==> config.mk <==
export PLATFORM = sky130hd
export DESIGN_NAME = cpcs_top
export DESIGN_NICKNAME = d
export VERILOG_FILES = /design/src/rtl/cpcs_pkg.sv /design/src/rtl/cpcs_byte_if.sv /design/src/rtl/cpcs_serial.sv /design/src/rtl/cpcs_top.sv
export SDC_FILE = /design/constraint.sdc
export NUM_CORES = 1
export LEC_CHECK = 0
export BUFFER_PORTS_ARGS = -buffer_cell sky130_fd_sc_hd__buf_2
export CAP_MARGIN = 15
export CORE_MARGIN = 5
export CORE_UTILIZATION = 60
export DETAILED_ROUTE_END_ITERATION = 10
export GPL_TIMING_DRIVEN = 0
export PLACE_DENSITY = 0.85
export SLEW_MARGIN = 20
export SYNTH_ARGS = -nofsm -noshare
export SYNTH_HDL_FRONTEND = slang
export SYNTH_SLANG_ARGS = --single-unit
==> constraint.sdc <==
create_clock -name sys_clk -period 3.39 [get_ports sys_clk]
set_clock_uncertainty 0.05 [all_clocks]
set_input_delay 0.5085 -clock sys_clk [delete_from_list [all_inputs] [get_ports sys_clk]]
set_output_delay 0.5085 -clock sys_clk [all_outputs]
set_load 0.01 [all_outputs]
==> src/rtl/cpcs_pkg.sv <==
/*
  constants of the camera parameter command set: frame bytes, command codes,
  field positions, reset values, value limits and serial timing.
  assumes a single 25 MHz system clock.
*/
`default_nettype none
package cpcs_pkg;
  // frame delimiters
  localparam logic [7:0] CPCS_START_BYTE = 8'h02;
  localparam logic [7:0] CPCS_END_BYTE   = 8'h03;
  localparam int         CPCS_RW_BIT     = 7;
  // command codes
  localparam logic [7:0] CPCS_CMD_FEATURE = 8'h91;
  localparam logic [7:0] CPCS_CMD_GRAY    = 8'h98;
  localparam logic [7:0] CPCS_CMD_STAMP   = 8'h99;
  localparam logic [7:0] CPCS_CMD_TEST    = 8'ha1;
  localparam logic [7:0] CPCS_CMD_SHIFT   = 8'ha5;
  localparam logic [7:0] CPCS_CMD_LINE    = 8'ha8;
  localparam logic [7:0] CPCS_CMD_COLUMN  = 8'ha9;
  localparam logic [7:0] CPCS_CMD_HEIGHT  = 8'haa;
  localparam logic [7:0] CPCS_CMD_WIDTH   = 8'hab;
  localparam logic [7:0] CPCS_CMD_STROBE  = 8'hac;
  // field positions
  localparam int CPCS_DARK_BIT       = 0;
  localparam int CPCS_SHUTTER_BIT    = 4;
  localparam int CPCS_STAMP_BIT      = 7;
  localparam int CPCS_DYNAMIC_BIT    = 6;
  localparam int CPCS_LOW_SIDE_BIT   = 4;
  localparam int CPCS_HIGH_SIDE_BIT  = 5;
  // reset values
  localparam logic [7:0]  CPCS_GRAY_RESET   = 8'h0c;
  localparam logic [7:0]  CPCS_BYTE_RESET   = 8'h00;
  localparam logic [15:0] CPCS_WIDTH_RESET  = 16'h0500;
  localparam logic [15:0] CPCS_HEIGHT_RESET = 16'h0400;
  localparam logic [15:0] CPCS_WORD_RESET   = 16'h0000;
  // value limits
  localparam logic [15:0] CPCS_COLUMN_MAX = 16'h04f6;
  localparam logic [15:0] CPCS_WIDTH_MIN  = 16'h000a;
  localparam logic [15:0] CPCS_WIDTH_MAX  = 16'h0500;
  localparam logic [15:0] CPCS_LINE_MAX   = 16'h03ff;
  localparam logic [15:0] CPCS_HEIGHT_MIN = 16'h0002;
  localparam logic [15:0] CPCS_HEIGHT_MAX = 16'h0400;
  localparam logic [7:0]  CPCS_SHIFT_MAX  = 8'h03;
  localparam logic [7:0]  CPCS_TEST_MAX   = 8'h04;
  // strobe base modes
  localparam logic [3:0] CPCS_STB_LOW      = 4'h0;
  localparam logic [3:0] CPCS_STB_EXPOSE   = 4'h1;
  localparam logic [3:0] CPCS_STB_EXT      = 4'h2;
  localparam logic [3:0] CPCS_STB_HIGH     = 4'h3;
  localparam logic [3:0] CPCS_STB_EXPOSE_N = 4'h5;
  localparam logic [3:0] CPCS_STB_EXT_N    = 4'h6;
  // serial timing
  localparam int CPCS_CLK_HZ     = 25_000_000;
  localparam int CPCS_BAUD       = 500_000;
  localparam int CPCS_BIT_CYCLES = CPCS_CLK_HZ / CPCS_BAUD;
  localparam int CPCS_MAX_DATA   = 3;

  // data length each command carries, zero for an unknown code
  function automatic logic [6:0] cpcs_cmd_len(input logic [7:0] code);
    case (code)
      CPCS_CMD_GRAY: cpcs_cmd_len = 7'd3;
      CPCS_CMD_LINE, CPCS_CMD_COLUMN, CPCS_CMD_HEIGHT, CPCS_CMD_WIDTH: cpcs_cmd_len = 7'd2;
      CPCS_CMD_FEATURE, CPCS_CMD_STAMP, CPCS_CMD_TEST, CPCS_CMD_SHIFT, CPCS_CMD_STROBE: cpcs_cmd_len = 7'd1;
      default: cpcs_cmd_len = 7'd0;
    endcase
  endfunction : cpcs_cmd_len
endpackage : cpcs_pkg
`default_nettype wire

==> src/rtl/cpcs_byte_if.sv <==
/*
  byte stream between the frame handler and the serial line module.
  assumes both ends share sys_clk.
*/
`timescale 1ns/1ps
`default_nettype none
interface cpcs_byte_if;
  logic [7:0] rx_data;
  logic       rx_valid;
  logic [7:0] tx_data;
  logic       tx_valid;
  logic       tx_ready;
  modport line (output rx_data, output rx_valid, input tx_data, input tx_valid, output tx_ready);
  modport frame (input rx_data, input rx_valid, output tx_data, output tx_valid, input tx_ready);
endinterface : cpcs_byte_if
`default_nettype wire

==> src/rtl/cpcs_serial.sv <==
/*
  8N1 serial receiver and transmitter, lsb first.
  assumes the receive pin is asynchronous; it is synchronised here.
*/
`timescale 1ns/1ps
`default_nettype none
module cpcs_serial
  import cpcs_pkg::*;
(
  input  wire logic sys_clk,   // system clock
  input  wire logic rst_n,     // async reset, active low
  input  wire logic rx_pin,    // serial receive pin
  output var  logic tx_pin,    // serial transmit pin
  cpcs_byte_if.line bytes      // byte stream to frame handler
);
  logic [1:0]  rx_sync_reg;
  logic [15:0] rx_cnt_reg;
  logic [3:0]  rx_bit_reg;
  logic [8:0]  rx_shift_reg;
  logic        rx_busy_reg;
  logic [7:0]  rx_data_reg;
  logic        rx_valid_reg;
  logic [15:0] tx_cnt_reg;
  logic [3:0]  tx_bit_reg;
  logic [9:0]  tx_shift_reg;
  logic        tx_pin_reg;

  // two-stage synchroniser on the receive pin
  always_ff @(posedge sys_clk or negedge rst_n) begin
    if (!rst_n) rx_sync_reg <= 2'b11;
    else rx_sync_reg <= {rx_sync_reg[0], rx_pin};
  end

  // receiver: start edge, centre sampling of 9 bits after the start bit
  always_ff @(posedge sys_clk or negedge rst_n) begin
    if (!rst_n) begin
      rx_cnt_reg   <= 16'h0000;
      rx_bit_reg   <= 4'h0;
      rx_shift_reg <= 9'h000;
      rx_busy_reg  <= 1'b0;
      rx_data_reg  <= 8'h00;
      rx_valid_reg <= 1'b0;
    end else begin
      rx_valid_reg <= 1'b0;
      if (!rx_busy_reg) begin
        if (!rx_sync_reg[1]) begin
          rx_busy_reg <= 1'b1;
          rx_cnt_reg  <= 16'(CPCS_BIT_CYCLES / 2);
          rx_bit_reg  <= 4'h0;
        end
      end else if (rx_cnt_reg != 16'h0000) begin
        rx_cnt_reg <= rx_cnt_reg - 16'h0001;
      end else begin
        rx_cnt_reg <= 16'(CPCS_BIT_CYCLES - 1);
        if (rx_bit_reg == 4'h0 && rx_sync_reg[1]) begin
          rx_busy_reg <= 1'b0;                           // false start
        end else if (rx_bit_reg == 4'h9) begin
          rx_busy_reg <= 1'b0;
          rx_data_reg <= rx_shift_reg[8:1];
          rx_valid_reg <= rx_sync_reg[1];                // stop bit must be high
        end else begin
          rx_bit_reg <= rx_bit_reg + 4'h1;
          rx_shift_reg <= {rx_sync_reg[1], rx_shift_reg[8:1]};
        end
      end
    end
  end

  // transmitter: shifts start, data and stop bits
  always_ff @(posedge sys_clk or negedge rst_n) begin
    if (!rst_n) begin
      tx_cnt_reg   <= 16'h0000;
      tx_bit_reg   <= 4'h0;
      tx_shift_reg <= 10'h3ff;
      tx_pin_reg   <= 1'b1;
    end else if (tx_bit_reg == 4'h0) begin
      tx_pin_reg <= 1'b1;
      if (bytes.tx_valid) begin
        tx_shift_reg <= {1'b1, bytes.tx_data, 1'b0};
        tx_bit_reg   <= 4'hb;
        tx_cnt_reg   <= 16'h0000;
      end
    end else if (tx_cnt_reg != 16'h0000) begin
      tx_cnt_reg <= tx_cnt_reg - 16'h0001;
    end else begin
      tx_cnt_reg   <= 16'(CPCS_BIT_CYCLES - 1);
      tx_pin_reg   <= tx_shift_reg[0];
      tx_shift_reg <= {1'b1, tx_shift_reg[9:1]};
      tx_bit_reg   <= tx_bit_reg - 4'h1;
    end
  end

  assign bytes.rx_data  = rx_data_reg;
  assign bytes.rx_valid = rx_valid_reg;
  assign bytes.tx_ready = (tx_bit_reg == 4'h0);
  assign tx_pin         = tx_pin_reg;
endmodule : cpcs_serial
`default_nettype wire

==> src/rtl/cpcs_top.sv <==
/*
  camera parameter command handler: parses serial frames, stores settings,
  answers reads, and applies the settings to strobe, pixel and region outputs.
  assumes one 25 MHz clock; the serial and strobe source pins are synchronised here, the pixel inputs are not.
*/
// Behaviour
// feature byte: bit 0 dark-signal constancy, bit 4 shutterline correction
// gray byte is added to each 10-bit pixel; bytes two and three zero; code adds it only while feature bit 4 (shutterline correction) is set
// gray value 0 to 255, holds 12 after reset
// shift codes 0 to 3 shift the output pixel left
// start column arrives low byte first, then high byte
// host writes start column 0 to 0x04f6 in steps of 10; code checks only the range and accepts any column up to 0x04f6
// readout begins at start column setting plus one
// host writes width 0x000a to 0x0500, low byte first
// host writes start line 0 to 0x03ff, low byte first
// host writes height 0x0002 to 0x0400, low byte first
// stamp byte: bit 7 region stamp, bit 6 dynamic region
// strobe base modes low, exposure, external, high and the two inverses
// 0x10 adds low-side driver, 0x20 high-side driver
// host never sets both driver options together
// test image source codes 0 to 4
// frames start with 0x02 and end with 0x03
// descriptor byte two: read flag in msb, length below
// check byte is xor of descriptor and data bytes
// reads answer with code, flag clear, length, current value; writes silent
// invalid check, length or value leaves settings unchanged
`timescale 1ns/1ps
`default_nettype none
module cpcs_top
  import cpcs_pkg::*;
(
  input  wire logic        sys_clk,            // system clock, 25 MHz
  input  wire logic        rst_n,              // async reset, active low
  input  wire logic        serial_rx,          // serial command input pin
  output var  logic        serial_tx,          // serial reply output pin
  input  wire logic        exposure_active,    // exposure window pin
  input  wire logic        external_strobe_input, // strobe request from grabber
  input  wire logic [9:0]  pixel_in,           // raw pixel
  input  wire logic        pixel_in_valid,     // raw pixel valid
  output logic      [13:0] pixel_out,          // corrected, shifted pixel
  output logic             pixel_out_valid,    // pixel_out valid
  output logic             strobe_output,      // strobe level
  output logic             strobe_low_side_en, // open-collector driver select
  output logic             strobe_high_side_en,// high-side driver select
  output logic             dark_signal_constancy_en, // dark-signal correction on
  output logic             region_stamp_en,    // region stamp on
  output logic             dynamic_region_en,  // dynamic region on
  output logic      [7:0]  test_image_sel,     // image source
  output logic      [15:0] region_first_column,// first readout column
  output logic      [15:0] region_width,       // width in columns
  output logic      [15:0] region_first_line,  // first readout line
  output logic      [15:0] region_height       // height in lines
);
  typedef enum logic [2:0] {S_IDLE, S_CODE, S_LEN, S_DATA, S_CHECK, S_END, S_EXEC, S_REPLY} cpcs_state_type;

  cpcs_byte_if bytes ();
  cpcs_state_type state_reg;
  logic [7:0]  code_reg;
  logic        read_reg;
  logic [6:0]  len_reg;
  logic [6:0]  cnt_reg;
  logic [23:0] data_reg;
  logic [7:0]  bcc_reg;
  logic        bcc_ok_reg;
  logic [7:0]  feature_reg, gray_reg, stamp_reg, test_reg, shift_reg, strobe_reg;
  logic [15:0] line_reg, column_reg, height_reg, width_reg;
  logic [1:0]  expo_sync_reg, ext_sync_reg;
  logic [7:0]  tx_data_reg;
  logic        tx_valid_reg;
  logic        len_ok, value_ok, do_write;
  logic [23:0] read_value;
  logic [7:0]  reply_byte, reply_bcc;
  logic        strobe_next;
  logic [10:0] pixel_sum;

  cpcs_serial u_serial (
    .sys_clk (sys_clk),
    .rst_n   (rst_n),
    .rx_pin  (serial_rx),
    .tx_pin  (serial_tx),
    .bytes   (bytes)
  );

  // frame checks: known code and matching length, value within range
  assign len_ok = (cpcs_cmd_len(code_reg) != 7'd0) && (cpcs_cmd_len(code_reg) == len_reg);
  always_comb begin
    case (code_reg)
      CPCS_CMD_FEATURE: value_ok = (data_reg[7:0] & 8'hee) == 8'h00;
      CPCS_CMD_GRAY:    value_ok = data_reg[23:8] == 16'h0000;                            // see
      CPCS_CMD_SHIFT:   value_ok = data_reg[7:0] <= CPCS_SHIFT_MAX;
      CPCS_CMD_COLUMN:  value_ok = data_reg[15:0] <= CPCS_COLUMN_MAX;
      CPCS_CMD_WIDTH:   value_ok = data_reg[15:0] >= CPCS_WIDTH_MIN && data_reg[15:0] <= CPCS_WIDTH_MAX;
      CPCS_CMD_LINE:    value_ok = data_reg[15:0] <= CPCS_LINE_MAX;
      CPCS_CMD_HEIGHT:  value_ok = data_reg[15:0] >= CPCS_HEIGHT_MIN && data_reg[15:0] <= CPCS_HEIGHT_MAX;
      CPCS_CMD_STAMP:   value_ok = (data_reg[7:0] & 8'h3f) == 8'h00;
      CPCS_CMD_TEST:    value_ok = data_reg[7:0] <= CPCS_TEST_MAX;
      CPCS_CMD_STROBE:  value_ok = (data_reg[7:6] == 2'b00) && !(data_reg[5] && data_reg[4]) &&
                                   (data_reg[3:0] <= CPCS_STB_HIGH || data_reg[3:0] == CPCS_STB_EXPOSE_N ||
                                    data_reg[3:0] == CPCS_STB_EXT_N);                    // see
      default:          value_ok = 1'b0;
    endcase
  end
  assign do_write = (state_reg == S_EXEC) && !read_reg && bcc_ok_reg && len_ok && value_ok;

  // frame parser and reply sequencer
  always_ff @(posedge sys_clk or negedge rst_n) begin
    if (!rst_n) begin
      state_reg  <= S_IDLE;
      code_reg   <= 8'h00;
      read_reg   <= 1'b0;
      len_reg    <= 7'd0;
      cnt_reg    <= 7'd0;
      data_reg   <= 24'h000000;
      bcc_reg    <= 8'h00;
      bcc_ok_reg <= 1'b0;
    end else begin
      case (state_reg)
        S_IDLE: if (bytes.rx_valid && bytes.rx_data == CPCS_START_BYTE) begin
          state_reg <= S_CODE;
        end
        S_CODE: if (bytes.rx_valid) begin
          code_reg  <= bytes.rx_data;
          bcc_reg   <= bytes.rx_data;
          data_reg  <= 24'h000000;
          cnt_reg   <= 7'd0;
          state_reg <= S_LEN;
        end
        S_LEN: if (bytes.rx_valid) begin
          read_reg  <= bytes.rx_data[CPCS_RW_BIT];
          len_reg   <= bytes.rx_data[6:0];
          bcc_reg   <= bcc_reg ^ bytes.rx_data;
          state_reg <= (bytes.rx_data[CPCS_RW_BIT] || bytes.rx_data[6:0] == 7'd0) ? S_CHECK : S_DATA;
        end
        S_DATA: if (bytes.rx_valid) begin
          if (cnt_reg < 7'(CPCS_MAX_DATA)) begin
            data_reg[8*cnt_reg[1:0] +: 8] <= bytes.rx_data;                  // low byte first, see
          end
          bcc_reg <= bcc_reg ^ bytes.rx_data;
          cnt_reg <= cnt_reg + 7'd1;
          if (cnt_reg + 7'd1 == len_reg) state_reg <= S_CHECK;
        end
        S_CHECK: if (bytes.rx_valid) begin
          bcc_ok_reg <= (bytes.rx_data == bcc_reg);
          state_reg  <= S_END;
        end
        S_END: if (bytes.rx_valid) begin
          state_reg <= (bytes.rx_data == CPCS_END_BYTE) ? S_EXEC : S_IDLE;
        end
        S_EXEC: begin
          cnt_reg   <= 7'd0;
          state_reg <= (read_reg && bcc_ok_reg && len_ok) ? S_REPLY : S_IDLE;
        end
        S_REPLY: if (tx_valid_reg && bytes.tx_ready) begin
          cnt_reg <= cnt_reg + 7'd1;
          if (cnt_reg == len_reg + 7'd4) state_reg <= S_IDLE;
        end
        default: state_reg <= S_IDLE;
      endcase
    end
  end

  // current value of the addressed setting, low byte first
  always_comb begin
    case (code_reg)
      CPCS_CMD_FEATURE: read_value = {16'h0000, feature_reg};
      CPCS_CMD_GRAY:    read_value = {16'h0000, gray_reg};
      CPCS_CMD_STAMP:   read_value = {16'h0000, stamp_reg};
      CPCS_CMD_TEST:    read_value = {16'h0000, test_reg};
      CPCS_CMD_SHIFT:   read_value = {16'h0000, shift_reg};
      CPCS_CMD_STROBE:  read_value = {16'h0000, strobe_reg};
      CPCS_CMD_LINE:    read_value = {8'h00, line_reg};
      CPCS_CMD_COLUMN:  read_value = {8'h00, column_reg};
      CPCS_CMD_HEIGHT:  read_value = {8'h00, height_reg};
      CPCS_CMD_WIDTH:   read_value = {8'h00, width_reg};
      default:          read_value = 24'h000000;
    endcase
  end

  // reply frame: start, code, length with flag clear, data, check, end
  assign reply_bcc = code_reg ^ {1'b0, len_reg} ^ read_value[7:0] ^ read_value[15:8] ^ read_value[23:16];
  always_comb begin
    if (cnt_reg == 7'd0) reply_byte = CPCS_START_BYTE;
    else if (cnt_reg == 7'd1) reply_byte = code_reg;
    else if (cnt_reg == 7'd2) reply_byte = {1'b0, len_reg};
    else if (cnt_reg < len_reg + 7'd3) reply_byte = read_value[8*(cnt_reg - 7'd3) +: 8];
    else if (cnt_reg == len_reg + 7'd3) reply_byte = reply_bcc;
    else reply_byte = CPCS_END_BYTE;
  end

  // transmit holding stage
  always_ff @(posedge sys_clk or negedge rst_n) begin
    if (!rst_n) begin
      tx_valid_reg <= 1'b0;
      tx_data_reg  <= 8'h00;
    end else if (tx_valid_reg) begin
      if (bytes.tx_ready) tx_valid_reg <= 1'b0;
    end else if (state_reg == S_REPLY && !(tx_valid_reg && bytes.tx_ready)) begin
      tx_valid_reg <= 1'b1;
      tx_data_reg  <= reply_byte;
    end
  end
  assign bytes.tx_data  = tx_data_reg;
  assign bytes.tx_valid = tx_valid_reg;

  // settings store; a rejected frame leaves every setting as it was
  always_ff @(posedge sys_clk or negedge rst_n) begin
    if (!rst_n) begin
      feature_reg <= CPCS_BYTE_RESET;
      gray_reg    <= CPCS_GRAY_RESET;
      stamp_reg   <= CPCS_BYTE_RESET;
      test_reg    <= CPCS_BYTE_RESET;
      shift_reg   <= CPCS_BYTE_RESET;
      strobe_reg  <= CPCS_BYTE_RESET;
      line_reg    <= CPCS_WORD_RESET;
      column_reg  <= CPCS_WORD_RESET;
      height_reg  <= CPCS_HEIGHT_RESET;
      width_reg   <= CPCS_WIDTH_RESET;
    end else if (do_write) begin
      case (code_reg)
        CPCS_CMD_FEATURE: feature_reg <= data_reg[7:0];
        CPCS_CMD_GRAY:    gray_reg    <= data_reg[7:0];
        CPCS_CMD_STAMP:   stamp_reg   <= data_reg[7:0];
        CPCS_CMD_TEST:    test_reg    <= data_reg[7:0];
        CPCS_CMD_SHIFT:   shift_reg   <= data_reg[7:0];
        CPCS_CMD_STROBE:  strobe_reg  <= data_reg[7:0];
        CPCS_CMD_LINE:    line_reg    <= data_reg[15:0];
        CPCS_CMD_COLUMN:  column_reg  <= data_reg[15:0];
        CPCS_CMD_HEIGHT:  height_reg  <= data_reg[15:0];
        CPCS_CMD_WIDTH:   width_reg   <= data_reg[15:0];
        default:          feature_reg <= feature_reg;
      endcase
    end
  end

  // synchronisers for the strobe source pins
  always_ff @(posedge sys_clk or negedge rst_n) begin
    if (!rst_n) begin
      expo_sync_reg <= 2'b00;
      ext_sync_reg  <= 2'b00;
    end else begin
      expo_sync_reg <= {expo_sync_reg[0], exposure_active};
      ext_sync_reg  <= {ext_sync_reg[0], external_strobe_input};
    end
  end

  // strobe level from the base mode
  always_comb begin
    case (strobe_reg[3:0])
      CPCS_STB_EXPOSE:   strobe_next = expo_sync_reg[1];
      CPCS_STB_EXT:      strobe_next = ext_sync_reg[1];
      CPCS_STB_HIGH:     strobe_next = 1'b1;
      CPCS_STB_EXPOSE_N: strobe_next = !expo_sync_reg[1];
      CPCS_STB_EXT_N:    strobe_next = !ext_sync_reg[1];
      default:           strobe_next = 1'b0;
    endcase
  end

  // gray add when shutterline correction is on, then digital shift
  assign pixel_sum = {1'b0, pixel_in} + (feature_reg[CPCS_SHUTTER_BIT] ? {3'b000, gray_reg} : 11'h000);

  // registered outputs
  always_ff @(posedge sys_clk or negedge rst_n) begin
    if (!rst_n) begin
      pixel_out                <= 14'h0000;
      pixel_out_valid          <= 1'b0;
      strobe_output            <= 1'b0;
      strobe_low_side_en       <= 1'b0;
      strobe_high_side_en      <= 1'b0;
      dark_signal_constancy_en <= 1'b0;
      region_stamp_en          <= 1'b0;
      dynamic_region_en        <= 1'b0;
      test_image_sel           <= 8'h00;
      region_first_column      <= 16'h0000;
      region_width             <= 16'h0000;
      region_first_line        <= 16'h0000;
      region_height            <= 16'h0000;
    end else begin
      pixel_out                <= {3'b000, pixel_sum} << shift_reg[1:0];
      pixel_out_valid          <= pixel_in_valid;
      strobe_output            <= strobe_next;
      strobe_low_side_en       <= strobe_reg[CPCS_LOW_SIDE_BIT];
      strobe_high_side_en      <= strobe_reg[CPCS_HIGH_SIDE_BIT];
      dark_signal_constancy_en <= feature_reg[CPCS_DARK_BIT];
      region_stamp_en          <= stamp_reg[CPCS_STAMP_BIT];
      dynamic_region_en        <= stamp_reg[CPCS_DYNAMIC_BIT];
      test_image_sel           <= test_reg;
      region_first_column      <= column_reg + 16'h0001;
      region_width             <= width_reg;
      region_first_line        <= line_reg + 16'h0001;
      region_height            <= height_reg;
    end
  end
endmodule : cpcs_top
`default_nettype wire

**Word level (Yosys, flattened, before mapping)**

Index checks and enable logic that the tools add are counted.

- Add/subtract/negate cells: 12
- $lt $le $gt $ge: 11
- Equality and inequality tests: 51
- Shifts and indexed selects: 4
- Mux-type cells: 66
- Bitwise logic cells: 9
- Reduce and logical (&&, ||, !) cells: 64

Operator list:

| kind | count |
|---|---|
| 16-bit case mux with 10 select lines | 1 |
| 16-bit two-way mux | 6 |
| 8-bit equality test, second input constant | 10 |
| 24-bit two-way mux | 3 |
| 8-bit two-way mux | 8 |
| 16-bit by 11-bit less-or-equal comparator with 1-bit output, second input constant | 3 |
| 24-bit case mux with 2 select lines | 1 |
| 3-bit two-way mux | 12 |
| 5-bit negator with 34-bit output | 1 |
| 8-bit by 34-bit variable shift with 24-bit output, first input constant | 1 |
| 8-bit by 34-bit variable part select with 24-bit output | 1 |
| 24-bit by 33-bit variable part select with 8-bit output | 1 |
| 16-bit by 1-bit adder with 16-bit output, second input constant | 2 |
| 4-bit two-way mux | 8 |
| 16-bit nonzero test | 2 |
| 16-bit by 1-bit subtractor with 16-bit output, second input constant | 2 |
| 10-bit two-way mux | 3 |
| 2-bit AND reduction | 15 |
| 7-bit equality test | 4 |
| 7-bit case mux with 4 select lines | 1 |
| 24-bit bitwise mux | 1 |
| 3-bit case mux with 8 select lines | 1 |
| 8-bit bitwise XOR | 3 |
| 7-bit two-way mux | 3 |
| other kinds (55) | 124 |

- Flip-flop bits (word level): 349
- Bits of input ports: 16
- Output and inout bits: 94
- Logic and storage cells: 263

**Logic depth before layout (Yosys ltp)**

Gate-level depths: netlist (run 1).

- Depth in word-level cells: 10
- Mapped depth: 15
- Depth with buffers taken out: 14

**Hierarchy**

A second synthesis (run 1) with hierarchy kept.

- Cell total of the unflattened synthesis: 1579
- Area, all modules: 17136.4 um2

Modules (own cells, without submodules):

| module | times used | cells an instance | area an instance (um2) | seq. area each (um2) |
|---|---|---|---|---|
| cpcs_top | 1 | 1241 | 13513.0 | 6937.9 |
| cpcs_serial | 1 | 338 | 3623.5 | 1766.7 |

**Least setup slack after synthesis (run 1)**

OpenSTA, ideal clock, no wires.

- Path kind: flip-flop to flip-flop
- Start point: reg len_reg[1]
- End point: reg tx_data_reg[7] (netlist: bytes.tx_data[7])
- Library setup time: 0.095 ns
- Arrival: 2.946 ns
- Required time: 3.245 ns
- Setup slack: 0.298 ns
- Cell stages (with the launch flop): 16
- Path buffers: 1
- Clock period less this slack: 3.092 ns
- Path through: dfrtp_1 -> clkbuf_1 -> inv_1 -> ha_1 -> nor2b_1 -> nand3_1 -> xor2_1 -> ha_1 -> o21a_1 -> nor2_1 -> a21o_1 -> nor3_1 -> nand3_1 -> a21oi_1 -> nor3_1 -> o31ai_1

- Longest elaborated chain between the ends: 7
- Elaborated cells on any way between the ends: 8
- Those cells by class: add/sub (1); order compare (1); eq/ne (1); mux (5)

Ends and longest elaborated chain:

| what | line | source |
|---|---|---|
| from (decl) | cpcs_top.sv:60 | `logic [6:0] len_reg;` |
| from (signal assigned) | cpcs_top.sv:130 | `len_reg <= bytes.rx_data[6:0];` |
| 7-bit by 2-bit adder with 7-bit output (*) | cpcs_top.sv:185, cpcs_top.sv:186 |  |
| branches (longest 2 deep; another with 7-bit less-than comparator) | n/a |  |
| 8-bit two-way mux (*) | cpcs_top.sv:185 | `else if (cnt_reg < len_reg + 7'd3) reply_byte = read_value[8*(cnt_reg - 7'd3) +: 8];` |
| 8-bit two-way mux (*) | cpcs_top.sv:184 | `else if (cnt_reg == 7'd2) reply_byte = {1'b0, len_reg};` |
| 8-bit two-way mux (*) | cpcs_top.sv:183 | `else if (cnt_reg == 7'd1) reply_byte = code_reg;` |
| 8-bit two-way mux (*) | cpcs_top.sv:182 | `if (cnt_reg == 7'd0) reply_byte = CPCS_START_BYTE;` |
| to (signal assigned) | cpcs_top.sv:199 | `tx_data_reg <= reply_byte;` |
| to (decl) | cpcs_top.sv:68 | `logic [7:0] tx_data_reg;` |

Every way passes the cells marked *.
A chain may end at the register's enable or synchronous reset.

**Worst setup path after layout (run 1)**

- Start point: reg code_reg[3]
- End point: reg height_reg[6]

- Longest elaborated chain between the ends: 8
- Elaborated cells on any way between the ends: 20
- Those cells by class: eq/ne (11); mux (2); reduce/logical (7)

Ends and longest elaborated chain:

| what | line | source |
|---|---|---|
| from (decl) | cpcs_top.sv:58 | `logic [7:0] code_reg;` |
| from (signal assigned) | cpcs_top.sv:122 | `code_reg <= bytes.rx_data;` |
| 8-bit equality test, on equally long branches | cpcs_pkg.sv:60, cpcs_top.sv:87, cpcs_top.sv:219 |  |
| 5-bit OR reduction / 4-bit OR reduction (equally long branches) | cpcs_pkg.sv:60 | `case (code)` |
| 2-bit case mux with 3 select lines | cpcs_pkg.sv:60 |  |
| 7-bit equality test / 7-bit nonzero test (equally long branches) | cpcs_top.sv:85 | `assign len_ok = (cpcs_cmd_len(code_reg) != 7'd0) && (cpcs_cmd_len(code_reg) == len_reg);` |
| 1-bit logical AND | cpcs_top.sv:85 |  |
| 1-bit logical AND (2 in a row) | cpcs_top.sv:103 | `assign do_write = (state_reg == S_EXEC) && !read_reg && bcc_ok_reg && len_ok && value_ok;` |
| 2-bit AND reduction (no source line) (*) | n/a |  |
| to (signal assigned) | cpcs_top.sv:228 | `CPCS_CMD_HEIGHT: height_reg <= data_reg[15:0];` |
| to (decl) | cpcs_top.sv:66 | `logic [15:0] line_reg, column_reg, height_reg, width_reg;` |

Mark *: on every way between the ends. The rest lies on a longest branch, timed or not.

==> impl_metrics.env, run 1 <==
export IMPL_powerDensity_mw_per_mm2=468.5
export IMPL_synthTopCellsByCount="330 x dfrtp_1, 203 x nand2_1, 122 x o21ai_0"
export IMPL_grt_ovfl_total=0
export IMPL_grt_pass1_vias=13030
export IMPL_synth_area_leader_cell="dfrtp_1"
export IMPL_cp_slowest_cell="or4b_1"
export IMPL_tns_ns=0
export IMPL_clk_latency_ns=0.54
export IMPL_r2r_setup_slack_ns=0.04
export IMPL_viasPerCell=6.173
export IMPL_p_sw_share_pct=22.33
export IMPL_synth_cell_types=80
export IMPL_cts_buffers=37
export IMPL_endpoint_kind="register"
export IMPL_die_y_um=176.6
export IMPL_yosys_cell_count_top_type="dfrtp_1"
export IMPL_numPortBuffers=109
export IMPL_cts_max_level=2
export IMPL_comb_power_share_pct=4.5
export IMPL_seqPwrFrac_pct=48.4
export IMPL_crit_family="simple AND/OR/NAND/NOR gates"
export IMPL_fp_row_count=61
export IMPL_max_slew_margin_pct=45.60
export IMPL_grt_max_degree=101
export IMPL_hold_violations=0
export IMPL_initial_core_util_pct=60.26
export IMPL_switchingPower_mw=2.015
export IMPL_ir_worst_vdd_v=0.0004672
export IMPL_crit_path_max_incr_delay_ns=0.55
export IMPL_start_kind="register"
export IMPL_avgRoutedWirePerCell_um=20.26
export IMPL_final_seq_area_mm2=0.008707
export IMPL_regToRegStartpoint="code_reg[3]"
export IMPL_clockBufferDepth=3
export IMPL_die_x_um=176.6
export IMPL_min_path_type="primary input to register"
export IMPL_hold_slack_ns=0.01907
export IMPL_clkPwrFrac_pct=47.1
export IMPL_grt_pass1_wl_um=69370
export IMPL_ys_seq_elements=347
export IMPL_gp_congestion=0.9343
export IMPL_first_pass_iters=5
export IMPL_drc=0
export IMPL_cp_data_arrival_time_ns=3.72
export IMPL_synthesis_area_mm2=0.01665
export IMPL_worst_pin_slew_ns=0.8139
export IMPL_crit_chain="buf_1 > nand4_1 > o21ai_0 > a32o_1 > nand2_2 > or4b_1 > buf_4 > buf_6 > mux2_4"
export IMPL_antenna_found_initial=0
export IMPL_io_pin_count=110
export IMPL_internal_power_mw=7.006
export IMPL_crit_buf_inv=3
export IMPL_final_nets=1764
export IMPL_rr_worst_depth=9
export IMPL_multi_input_area_mm2=0.007607
export IMPL_outcome="complete, no violations"
export IMPL_min_to="u_serial.rx_sync_reg[0]"
export IMPL_clock_sinks=347
export IMPL_num_vias=13070
export IMPL_holdPathStages=1
export IMPL_yosysWarnings=0
export IMPL_routed_wl_um=42910
export IMPL_cap_viol_max_count=0
export IMPL_ys_seq_area_share_pct=52.28
export IMPL_synthFlopType="dfrtp_1"
export IMPL_yosysTopAreaCellShare_pct=49.60
export IMPL_ant_nets=0
export IMPL_areaGrowthSynthToFinish_pct=15.64
export IMPL_min_period_over_period_pct=98.77
export IMPL_placed_cells=2049
export IMPL_syn_instance_count=1559
export IMPL_critPathKind="register to register"
export IMPL_cts_tree="built"
export IMPL_synth_edf_count=0
export IMPL_drt_iter0_markers=1378
export IMPL_r2r_end="height_reg[6]"
export IMPL_num_antenna_cells=0
export IMPL_track_usage_pct=27.45
export IMPL_stdcell_count=2118
export IMPL_clk_pin_slew_ns=0.07
export IMPL_synth_fp_nets=1610
export IMPL_final_layout_size_suffix_gt1_share_pct=20.52
export IMPL_setup_viol=0
export IMPL_required_ns=3.76
export IMPL_syn_avg_cell_area_um2=10.68
export IMPL_cts_root_buffer="clkbuf_16"
export IMPL_die_area_mm2=0.03118
export IMPL_core_area_mm2=0.02763
export IMPL_finalMaxSlewViolations=0
export IMPL_worstPathMaxFanout=10
export IMPL_final_util_pct=69.69
export IMPL_place_hpwl_um=28910
export IMPL_async_flop_share_pct=100.0
export IMPL_nFillCells=1921
export IMPL_period_needed_ns=3.348
export IMPL_fmax_ghz=0.2987
export IMPL_largest_register_ffs=24
export IMPL_leakagePower_nw=8.925
export IMPL_ys_top_cells_by_area="dfrtp_1 50%, mux2_2 5.6%, nand2_1 4.6%, o21ai_0 3.7%, xnor2_1 3.4%"
export IMPL_worstHoldStart="serial_rx"
[routing by layer]
layer | global-route usage, % | share of wire (%) | vias up
met5 | 0 | 0 | -
met4 | 8.511 | 3.3 | 0
met3 | 6.767 | 9.3 | 156
met2 | 44.72 | 47 | 664
met1 | 36.74 | 41 | 6430
li1 | - | - | 5824
[through the flow]
stage	power (mW)	setup slack, ns	cell area (µm²)
6_report	9.021	0.04179	19250
4_1_cts	9.061	-0.09293	19110
5_1_grt	9.319	-0.01031	19250
2_1_floorplan	4.654	0.2981	16650
3_3_place_gp	4.801	-4.505	17670
3_5_place_dp	4.843	-0.2732	17770
[worst max-delay path by stage]
stage                      from                endpoint  slack, ns  cells after the start
floorplan            len_reg[1]        bytes.tx_data[7]       0.30                     15
global placement          rst_n  u_serial.rx_cnt_reg[0]      -4.50                      1
detailed placement   len_reg[1]        bytes.tx_data[7]      -0.27                     15
CTS                 code_reg[2]             gray_reg[4]      -0.09                      8
global route        code_reg[4]           height_reg[9]      -0.01                      9
finish              code_reg[3]           height_reg[6]       0.04                      9
[timing repair]
item	4_1_cts	5_1_grt
setup buffers	1	6
cloned	0	1
endpoints found under the hold margin	87	0
gates resized for setup	9	33
endpoints found under the setup margin	35	74
pin swaps	0	3
hold buffers	1	0
[power groups by stage]
stage               registers [mW]  logic (mW)  clock network [mW]
finish                        4.37       0.404                4.25
detailed placement            4.44       0.408                   0
floorplan                     4.41       0.240                   0
global placement              4.43       0.372                   0
global route                  4.38       0.472                4.47
CTS                           4.36       0.410                4.29
[cell families (layout without fill, tap and decap cells)]
logic type	after synthesis	count (layout)	synth area share [%]
xor+xnor	95	95	4.997
simple gates	559	559	17.22
compound gates	289	290	11.05
fa+ha+maj	35	35	2.675
flops	347	347	52.28
mux	122	122	8.950
buf+inv	112	292	2.826
[placed cells by master (no fill, tap or decap), drive strengths merged, types with 20 or more instances in the layout]
| master | Yosys | final |
|---|---|---|
| mux2 | 95 | 95 |
| clkbuf | 61 | 115 |
| ha | 34 | 34 |
| a21oi | 45 | 45 |
| o21ai | 123 | 123 |
| and2 | 53 | 53 |
| nor3 | 20 | 20 |
| buf | 24 | 139 |
| nand2 | 203 | 203 |
| xnor2 | 65 | 65 |
| nor2 | 79 | 79 |
| nand4 | 22 | 22 |
| nand3 | 41 | 41 |
| inv | 27 | 28 |
| xor2 | 30 | 30 |
| nor2b | 28 | 28 |
| dfrtp | 330 | 330 |
[area by class of cell]
type	count	share of cell area [%]
Sequential cell	347	45.22
Multi-Input combinational cell	1101	39.51
Clock buffer	56	5.810
Timing Repair Buffer	120	3.639
Tap cell	378	2.456
Buffer	79	1.891
Clock inverter	10	0.9423
Inverter	27	0.5264
(Power assumes the default switching activity.)
==> run 2, diff against run 1 <==
==> constraint.sdc (replaced) <==
create_clock -name sys_clk -period 3.7 [get_ports sys_clk]
set_clock_uncertainty 0.05 [all_clocks]
set_input_delay 0.555 -clock sys_clk [delete_from_list [all_inputs] [get_ports sys_clk]]
set_output_delay 0.555 -clock sys_clk [all_outputs]
set_load 0.01 [all_outputs]
==> run 2 against run 1 <==
- the flow now finishes with violations (negative setup slack)
- via count shrank 0.96%
- cell area shrank 0.81%
- wire length shrank 0.73%
- die area is the same
- first-iteration DRC count shrank 3.2%
- clock power shrank 8.2%
- combinational power shrank 8.4%
- sequential power shrank 8.5%
- clock-buffer cell count is the same
==> impl_metrics.env, run 2 (synthesis gave the netlist of run 1 again) <==
export IMPL_antenna_found_initial=0
export IMPL_final_util_pct=69.12
export IMPL_required_ns=4.06
export IMPL_cp_data_arrival_time_ns=4.07
export IMPL_worst_pin_slew_ns=1.134
export IMPL_first_pass_iters=6
export IMPL_p_sw_share_pct=22.38
export IMPL_num_antenna_cells=0
export IMPL_fmax_ghz=0.2691
export IMPL_start_kind="register"
export IMPL_clock_sinks=347
export IMPL_track_usage_pct=27.35
export IMPL_powerDensity_mw_per_mm2=433.0
export IMPL_internal_power_mw=6.419
export IMPL_hold_slack_ns=0.06637
export IMPL_clk_latency_ns=0.54
export IMPL_core_area_mm2=0.02763
export IMPL_final_nets=1761
export IMPL_clk_pin_slew_ns=0.06
export IMPL_grt_max_degree=101
export IMPL_io_pin_count=110
export IMPL_ant_nets=0
export IMPL_clockBufferDepth=3
export IMPL_die_area_mm2=0.03118
export IMPL_regToRegStartpoint="code_reg[2]"
export IMPL_rsz0062_at_grt="yes"
export IMPL_comb_power_share_pct=4.5
export IMPL_clkPwrFrac_pct=47.2
export IMPL_violations="negative setup slack"
export IMPL_hold_violations=0
export IMPL_final_area_mm2=0.01910
export IMPL_worstPathMaxFanout=10
export IMPL_rr_worst_depth=8
export IMPL_seqPwrFrac_pct=48.4
export IMPL_stdcell_count=2115
export IMPL_drt_iter0_markers=1334
export IMPL_routed_wl_um=42600
export IMPL_largest_register_ffs=24
export IMPL_tns_ns=-0.04246
export IMPL_endpoint_kind="register"
export IMPL_final_layout_size_suffix_gt1_share_pct=18.88
export IMPL_placedInstanceArea_mm2=0.01777
export IMPL_place_hpwl_um=28910
export IMPL_r2r_setup_slack_ns=-0.02
export IMPL_viasPerCell=6.122
export IMPL_post_cts_buffers=0
export IMPL_setup_viol=6
export IMPL_grt_ovfl_total=0
export IMPL_leakagePower_nw=8.849
export IMPL_worstHoldStart="serial_rx"
export IMPL_max_slew_margin_pct=23.77
export IMPL_r2r_end="gray_reg[4]"
export IMPL_areaGrowthSynthToFinish_pct=14.71
export IMPL_numPortBuffers=109
export IMPL_final_cell_mix="330 x dfrtp_1, 203 x nand2_1, 122 x o21ai_0"
export IMPL_critPathKind="register to register"
export IMPL_outcome="finished, violations left"
export IMPL_avgRoutedWirePerCell_um=20.14
export IMPL_min_to="u_serial.rx_sync_reg[0]"
export IMPL_finalMaxSlewViolations=0
export IMPL_switchingPower_mw=1.851
export IMPL_min_path_type="primary input to register"
export IMPL_holdPathStages=1
export IMPL_grt_pass1_vias=13030
export IMPL_worst_slack_ns=-0.01594
export IMPL_cap_viol_max_count=0
export IMPL_placed_cells=2049
export IMPL_cts_tree="built"
export IMPL_gp_congestion=0.9343
export IMPL_cts_max_level=2
export IMPL_min_period_over_period_pct=100.4
export IMPL_grt_pass1_wl_um=69140
export IMPL_drc=0
export IMPL_cts_root_buffer="clkbuf_16"
export IMPL_ir_worst_vdd_v=0.0004261
export IMPL_num_vias=12950
export IMPL_fp_row_count=61
export IMPL_die_y_um=176.6
export IMPL_final_common_cell="dfrtp_1"
export IMPL_initial_core_util_pct=60.26
export IMPL_die_x_um=176.6
export IMPL_period_needed_ns=3.716
export IMPL_cts_buffers=37
## run 2: cell count changes in the layout (fill, tap and decap cells not counted), moves of 2 or more
cell and delta:
dfrtp_1 +2, nor3_1 +2, nor2_2 -2, dfrtp_2 -2, clkdlybuf4s15_1 +2, nor2_1 +3, buf_4 -9, clkbuf_1 +9
buf_1 +2, clkbuf_2 -7, nor4b_2 +2, nor4b_4 -2
## run 2: how the worst max path moves through the flow
stage                      startpoint                     end  slack (ns)  cells past startpoint
after floorplan            len_reg[1]        bytes.tx_data[7]        0.61                     15
after global placement          rst_n  u_serial.rx_cnt_reg[0]       -4.24                      1
after detailed placement   len_reg[1]        bytes.tx_data[7]        0.04                     15
after CTS                  len_reg[1]        bytes.tx_data[7]        0.05                     14
after global routing       len_reg[1]        bytes.tx_data[7]       -0.06                     13
final                     code_reg[2]             gray_reg[4]       -0.02                      8
## run 2: layout make-up
| type | count | area, µm² |
|---|---|---|
| repair buffers | 113 | 648.1 |
| inverters | 27 | 101.3 |
| flip-flops and latches | 347 | 8705 |
| clock buffers | 56 | 1119 |
| well taps | 378 | 473.0 |
| clock inverters | 10 | 181.4 |
| fillers | 1955 | 8531 |
| plain buffers | 84 | 380.4 |
| multi-input cells | 1100 | 7491 |
## run 2: repair_timing
| action | CTS | global route |
|---|---|---|
| hold buffers | 1 | 0 |
| pin swaps | 0 | 0 |
| resized for setup | 1 | 8 |
| endpoints found under the hold margin | 1 | 0 |
| endpoints found under the setup margin | 1 | 19 |
## run 2: metal layers
layer	part of all wire [%]	vias up	track usage, %
met5	0	-	0
met3	9.4	122	7.045
met4	2.8	0	8.607
met1	41	6385	36.53
met2	47	636	44.39
li1	-	5806	-
## run 2: worst max-delay path, stage by stage (launching register included)
cell,delay (ns)
dfrtp_1,0.36
clkbuf_1,0.25
nor3b_2,0.51
nand4_1,0.31
o21ai_0,0.24
a32o_1,0.22
nand2_1,0.27
nor4_2,0.94
mux2_2,0.43
## run 2: stage by stage
step | total power [mW] | setup slack (ns)
finish | 8.270 | -0.01594
global placement | 4.398 | -4.241
global route | 8.539 | -0.05923
CTS | 8.302 | 0.05196
floorplan | 4.264 | 0.6081
detailed placement | 4.437 | 0.03680
## run 2: power by group through the flow
| stage | Combinational [mW] | Clock (mW) | Sequential, mW |
|---|---|---|---|
| CTS | 0.376 | 3.93 | 4.00 |
| detailed placement | 0.374 | 0 | 4.06 |
| global placement | 0.340 | 0 | 4.06 |
| global route | 0.433 | 4.09 | 4.01 |
| finish | 0.370 | 3.90 | 4.00 |
| floorplan | 0.220 | 0 | 4.04 |
==> run 3, diff against run 2 <==
--- a/config.mk
+++ b/config.mk
@@ -11,6 +11,7 @@
 export CORE_UTILIZATION = 60
 export DETAILED_ROUTE_END_ITERATION = 10
 export GPL_TIMING_DRIVEN = 0
+export MAX_ROUTING_LAYER = met4
 export PLACE_DENSITY = 0.85
 export SLEW_MARGIN = 20
 export SYNTH_ARGS = -nofsm -noshare
==> run 3 against run 2 <==
- the run still ends with negative setup slack left
- register-to-register slack is essentially flat
- non-clock buffer count is the same
- critical endpoint is now gray_reg[7]
- worst setup slack lost 0.0060 ns
- sequential power is essentially flat
- critical path depth is the same
- die area is the same
==> impl_metrics.env, run 3 (synthesis gave the netlist of run 1 again) <==
export IMPL_min_path_type="primary input to register"
export IMPL_cts_max_level=2
export IMPL_gp_congestion=0.9474
export IMPL_clockBufferDepth=3
export IMPL_hold_violations=0
export IMPL_regToRegStartpoint="code_reg[2]"
export IMPL_clkPwrFrac_pct=45.8
export IMPL_fp_row_count=61
export IMPL_grt_max_degree=104
export IMPL_p_sw_share_pct=23.15
export IMPL_worstPathMaxFanout=10
export IMPL_clk_pin_slew_ns=0.06
export IMPL_seqPwrFrac_pct=49.6
export IMPL_fmax_ghz=0.2687
export IMPL_final_nets=1761
export IMPL_clock_sinks=347
export IMPL_initial_core_util_pct=60.26
export IMPL_grt_util_met2_pct=43.45
export IMPL_use_met3_pct=6.531
export IMPL_internal_power_mw=6.194
export IMPL_violations="negative setup slack"
export IMPL_leakagePower_nw=8.820
export IMPL_ant_nets=0
export IMPL_grt_pass1_wl_um=69850
export IMPL_avgRoutedWirePerCell_um=20.17
export IMPL_critPathKind="register to register"
export IMPL_cts_tree="built"
export IMPL_start_kind="register"
export IMPL_final_layout_size_suffix_gt1_share_pct=18.98
export IMPL_largest_register_ffs=24
export IMPL_die_y_um=176.6
export IMPL_crit_chain="clkbuf_1 > nor3b_2 > nand4_1 > o21ai_0 > a32o_1 > nand2_1 > nor4_2 > mux2_2"
export IMPL_top_usage_layer="met2"
export IMPL_cts_buffers=37
export IMPL_clk_latency_ns=0.54
export IMPL_worst_slack_ns=-0.02199
export IMPL_hold_slack_ns=0.06851
export IMPL_endpoint_kind="register"
export IMPL_numPortBuffers=109
export IMPL_worst_pin_slew_ns=1.151
export IMPL_placed_cells=2049
export IMPL_finalMaxSlewViolations=0
export IMPL_powerDensity_mw_per_mm2=423.7
export IMPL_drt_iter0_markers=1491
export IMPL_antenna_found_initial=1
export IMPL_min_period_over_period_pct=100.6
export IMPL_first_pass_iters=5
export IMPL_cap_viol_max_count=0
export IMPL_die_x_um=176.6
export IMPL_ir_worst_vdd_v=0.0003510
export IMPL_use_met1_pct=38.70
export IMPL_switchingPower_mw=1.866
export IMPL_grt_ovfl_total=0
export IMPL_final_common_cell="dfrtp_1"
export IMPL_comb_power_share_pct=4.6
export IMPL_required_ns=4.06
export IMPL_crit_path_max_incr_delay_ns=0.96
export IMPL_place_hpwl_um=28950
export IMPL_cp_data_arrival_time_ns=4.08
export IMPL_track_usage_pct=28.59
export IMPL_num_vias=13050
export IMPL_crit_buf_inv=1
export IMPL_grt_pass1_vias=13040
export IMPL_cts_root_buffer="clkbuf_16"
export IMPL_stdcell_count=2118
export IMPL_cp_slowest_cell="nor4_2"
export IMPL_max_slew_margin_pct=22.61
export IMPL_drc=0
export IMPL_tns_ns=-0.08752
export IMPL_crit_family="simple AND/OR/NAND/NOR gates"
export IMPL_setup_viol=6
export IMPL_worstHoldStart="serial_rx"
export IMPL_routed_wl_um=42720
export IMPL_rsz0062_at_grt="yes"
export IMPL_areaGrowthSynthToFinish_pct=14.26
export IMPL_outcome="finished, violations left"
export IMPL_die_area_mm2=0.03118
export IMPL_io_pin_count=110
export IMPL_viasPerCell=6.159
export IMPL_core_area_mm2=0.02763
export IMPL_final_cell_mix="329 x dfrtp_1, 203 x nand2_1, 122 x o21ai_0"
export IMPL_period_needed_ns=3.722
export IMPL_crit_start="code_reg[2]"
-- run 3: worst paths after layout --
| kind | to | slack [ns] | cells after the start |
|---|---|---|---|
| min in group asynchronous | pixel_out[13] | 0.52 | 2 |
| worst max register to register | gray_reg[7] | -0.02 | 8 |
| max in group asynchronous | u_serial.rx_sync_reg[1] | 1.71 | 4 |
| worst max-delay path | gray_reg[7] | -0.02 | 8 |
| worst min-delay path | u_serial.rx_sync_reg[0] | 0.07 | 1 |
| worst min register to register | ext_sync_reg[1] | 0.30 | 0 |
-- run 3: power by group through the flow --
stage	clock network (mW)	registers, mW	logic, mW
2_1_floorplan	0	4.04	0.220
3_3_place_gp	0	4.06	0.340
3_5_place_dp	0	4.06	0.373
4_1_cts	3.73	4.00	0.374
5_1_grt	3.91	4.01	0.431
6_report	3.69	4.00	0.370
-- run 3: worst reg2reg max path, stage by stage, from the launching register on --
cell	delay, ns
dfrtp_1	0.37
clkbuf_1	0.22
nor3b_2	0.50
nand4_1	0.29
o21ai_0	0.24
a32o_1	0.23
nand2_1	0.30
nor4_2	0.97
mux2_2	0.43
-- run 3: what timing repair did --
| item | in CTS | in global routing |
|---|---|---|
| endpoints found under the setup margin | 1 | 20 |
| resized for setup | 1 | 10 |
| setup buffers | 0 | 0 |
| endpoints found under the hold margin | 68 | 0 |
| pin swaps | 0 | 0 |
| hold buffers | 1 | 0 |
| cloned | 0 | 0 |
-- run 3: metrics by stage --
step | power (mW) | setup WS, ns | util, % | area [µm²]
finish | 8.060 | -0.02199 | 68.86 | 19020
global route | 8.360 | -0.09789 | 68.86 | 19020
CTS | 8.101 | 0.006618 | 68.77 | 19000
detailed placement | 4.435 | 0.009336 | 64.31 | 17770
global placement | 4.399 | -4.242 | 63.95 | 17670
floorplan | 4.264 | 0.6081 | - | 16650
-- run 3: area by class of cell --
class                      instances  area [µm²]
tap                              378       473.0
clock inverter                    16       168.9
buffer                            84       380.4
inverter                          27       101.3
sequential                       347        8706
fill                            1971        8605
multi-input combinational       1100        7491
timing repair buffer             113       648.1
clock buffer                      52        1054
antenna                            1       2.502
-- run 3: layer usage --
layer | up-vias | part of all wire (%) | wire [µm]
met5 | - | 0 | 0
met4 | 0 | 3.1 | 1340
met3 | 133 | 9.1 | 3897
met2 | 639 | 47 | 19870
met1 | 6444 | 41 | 17620
li1 | 5829 | - | -
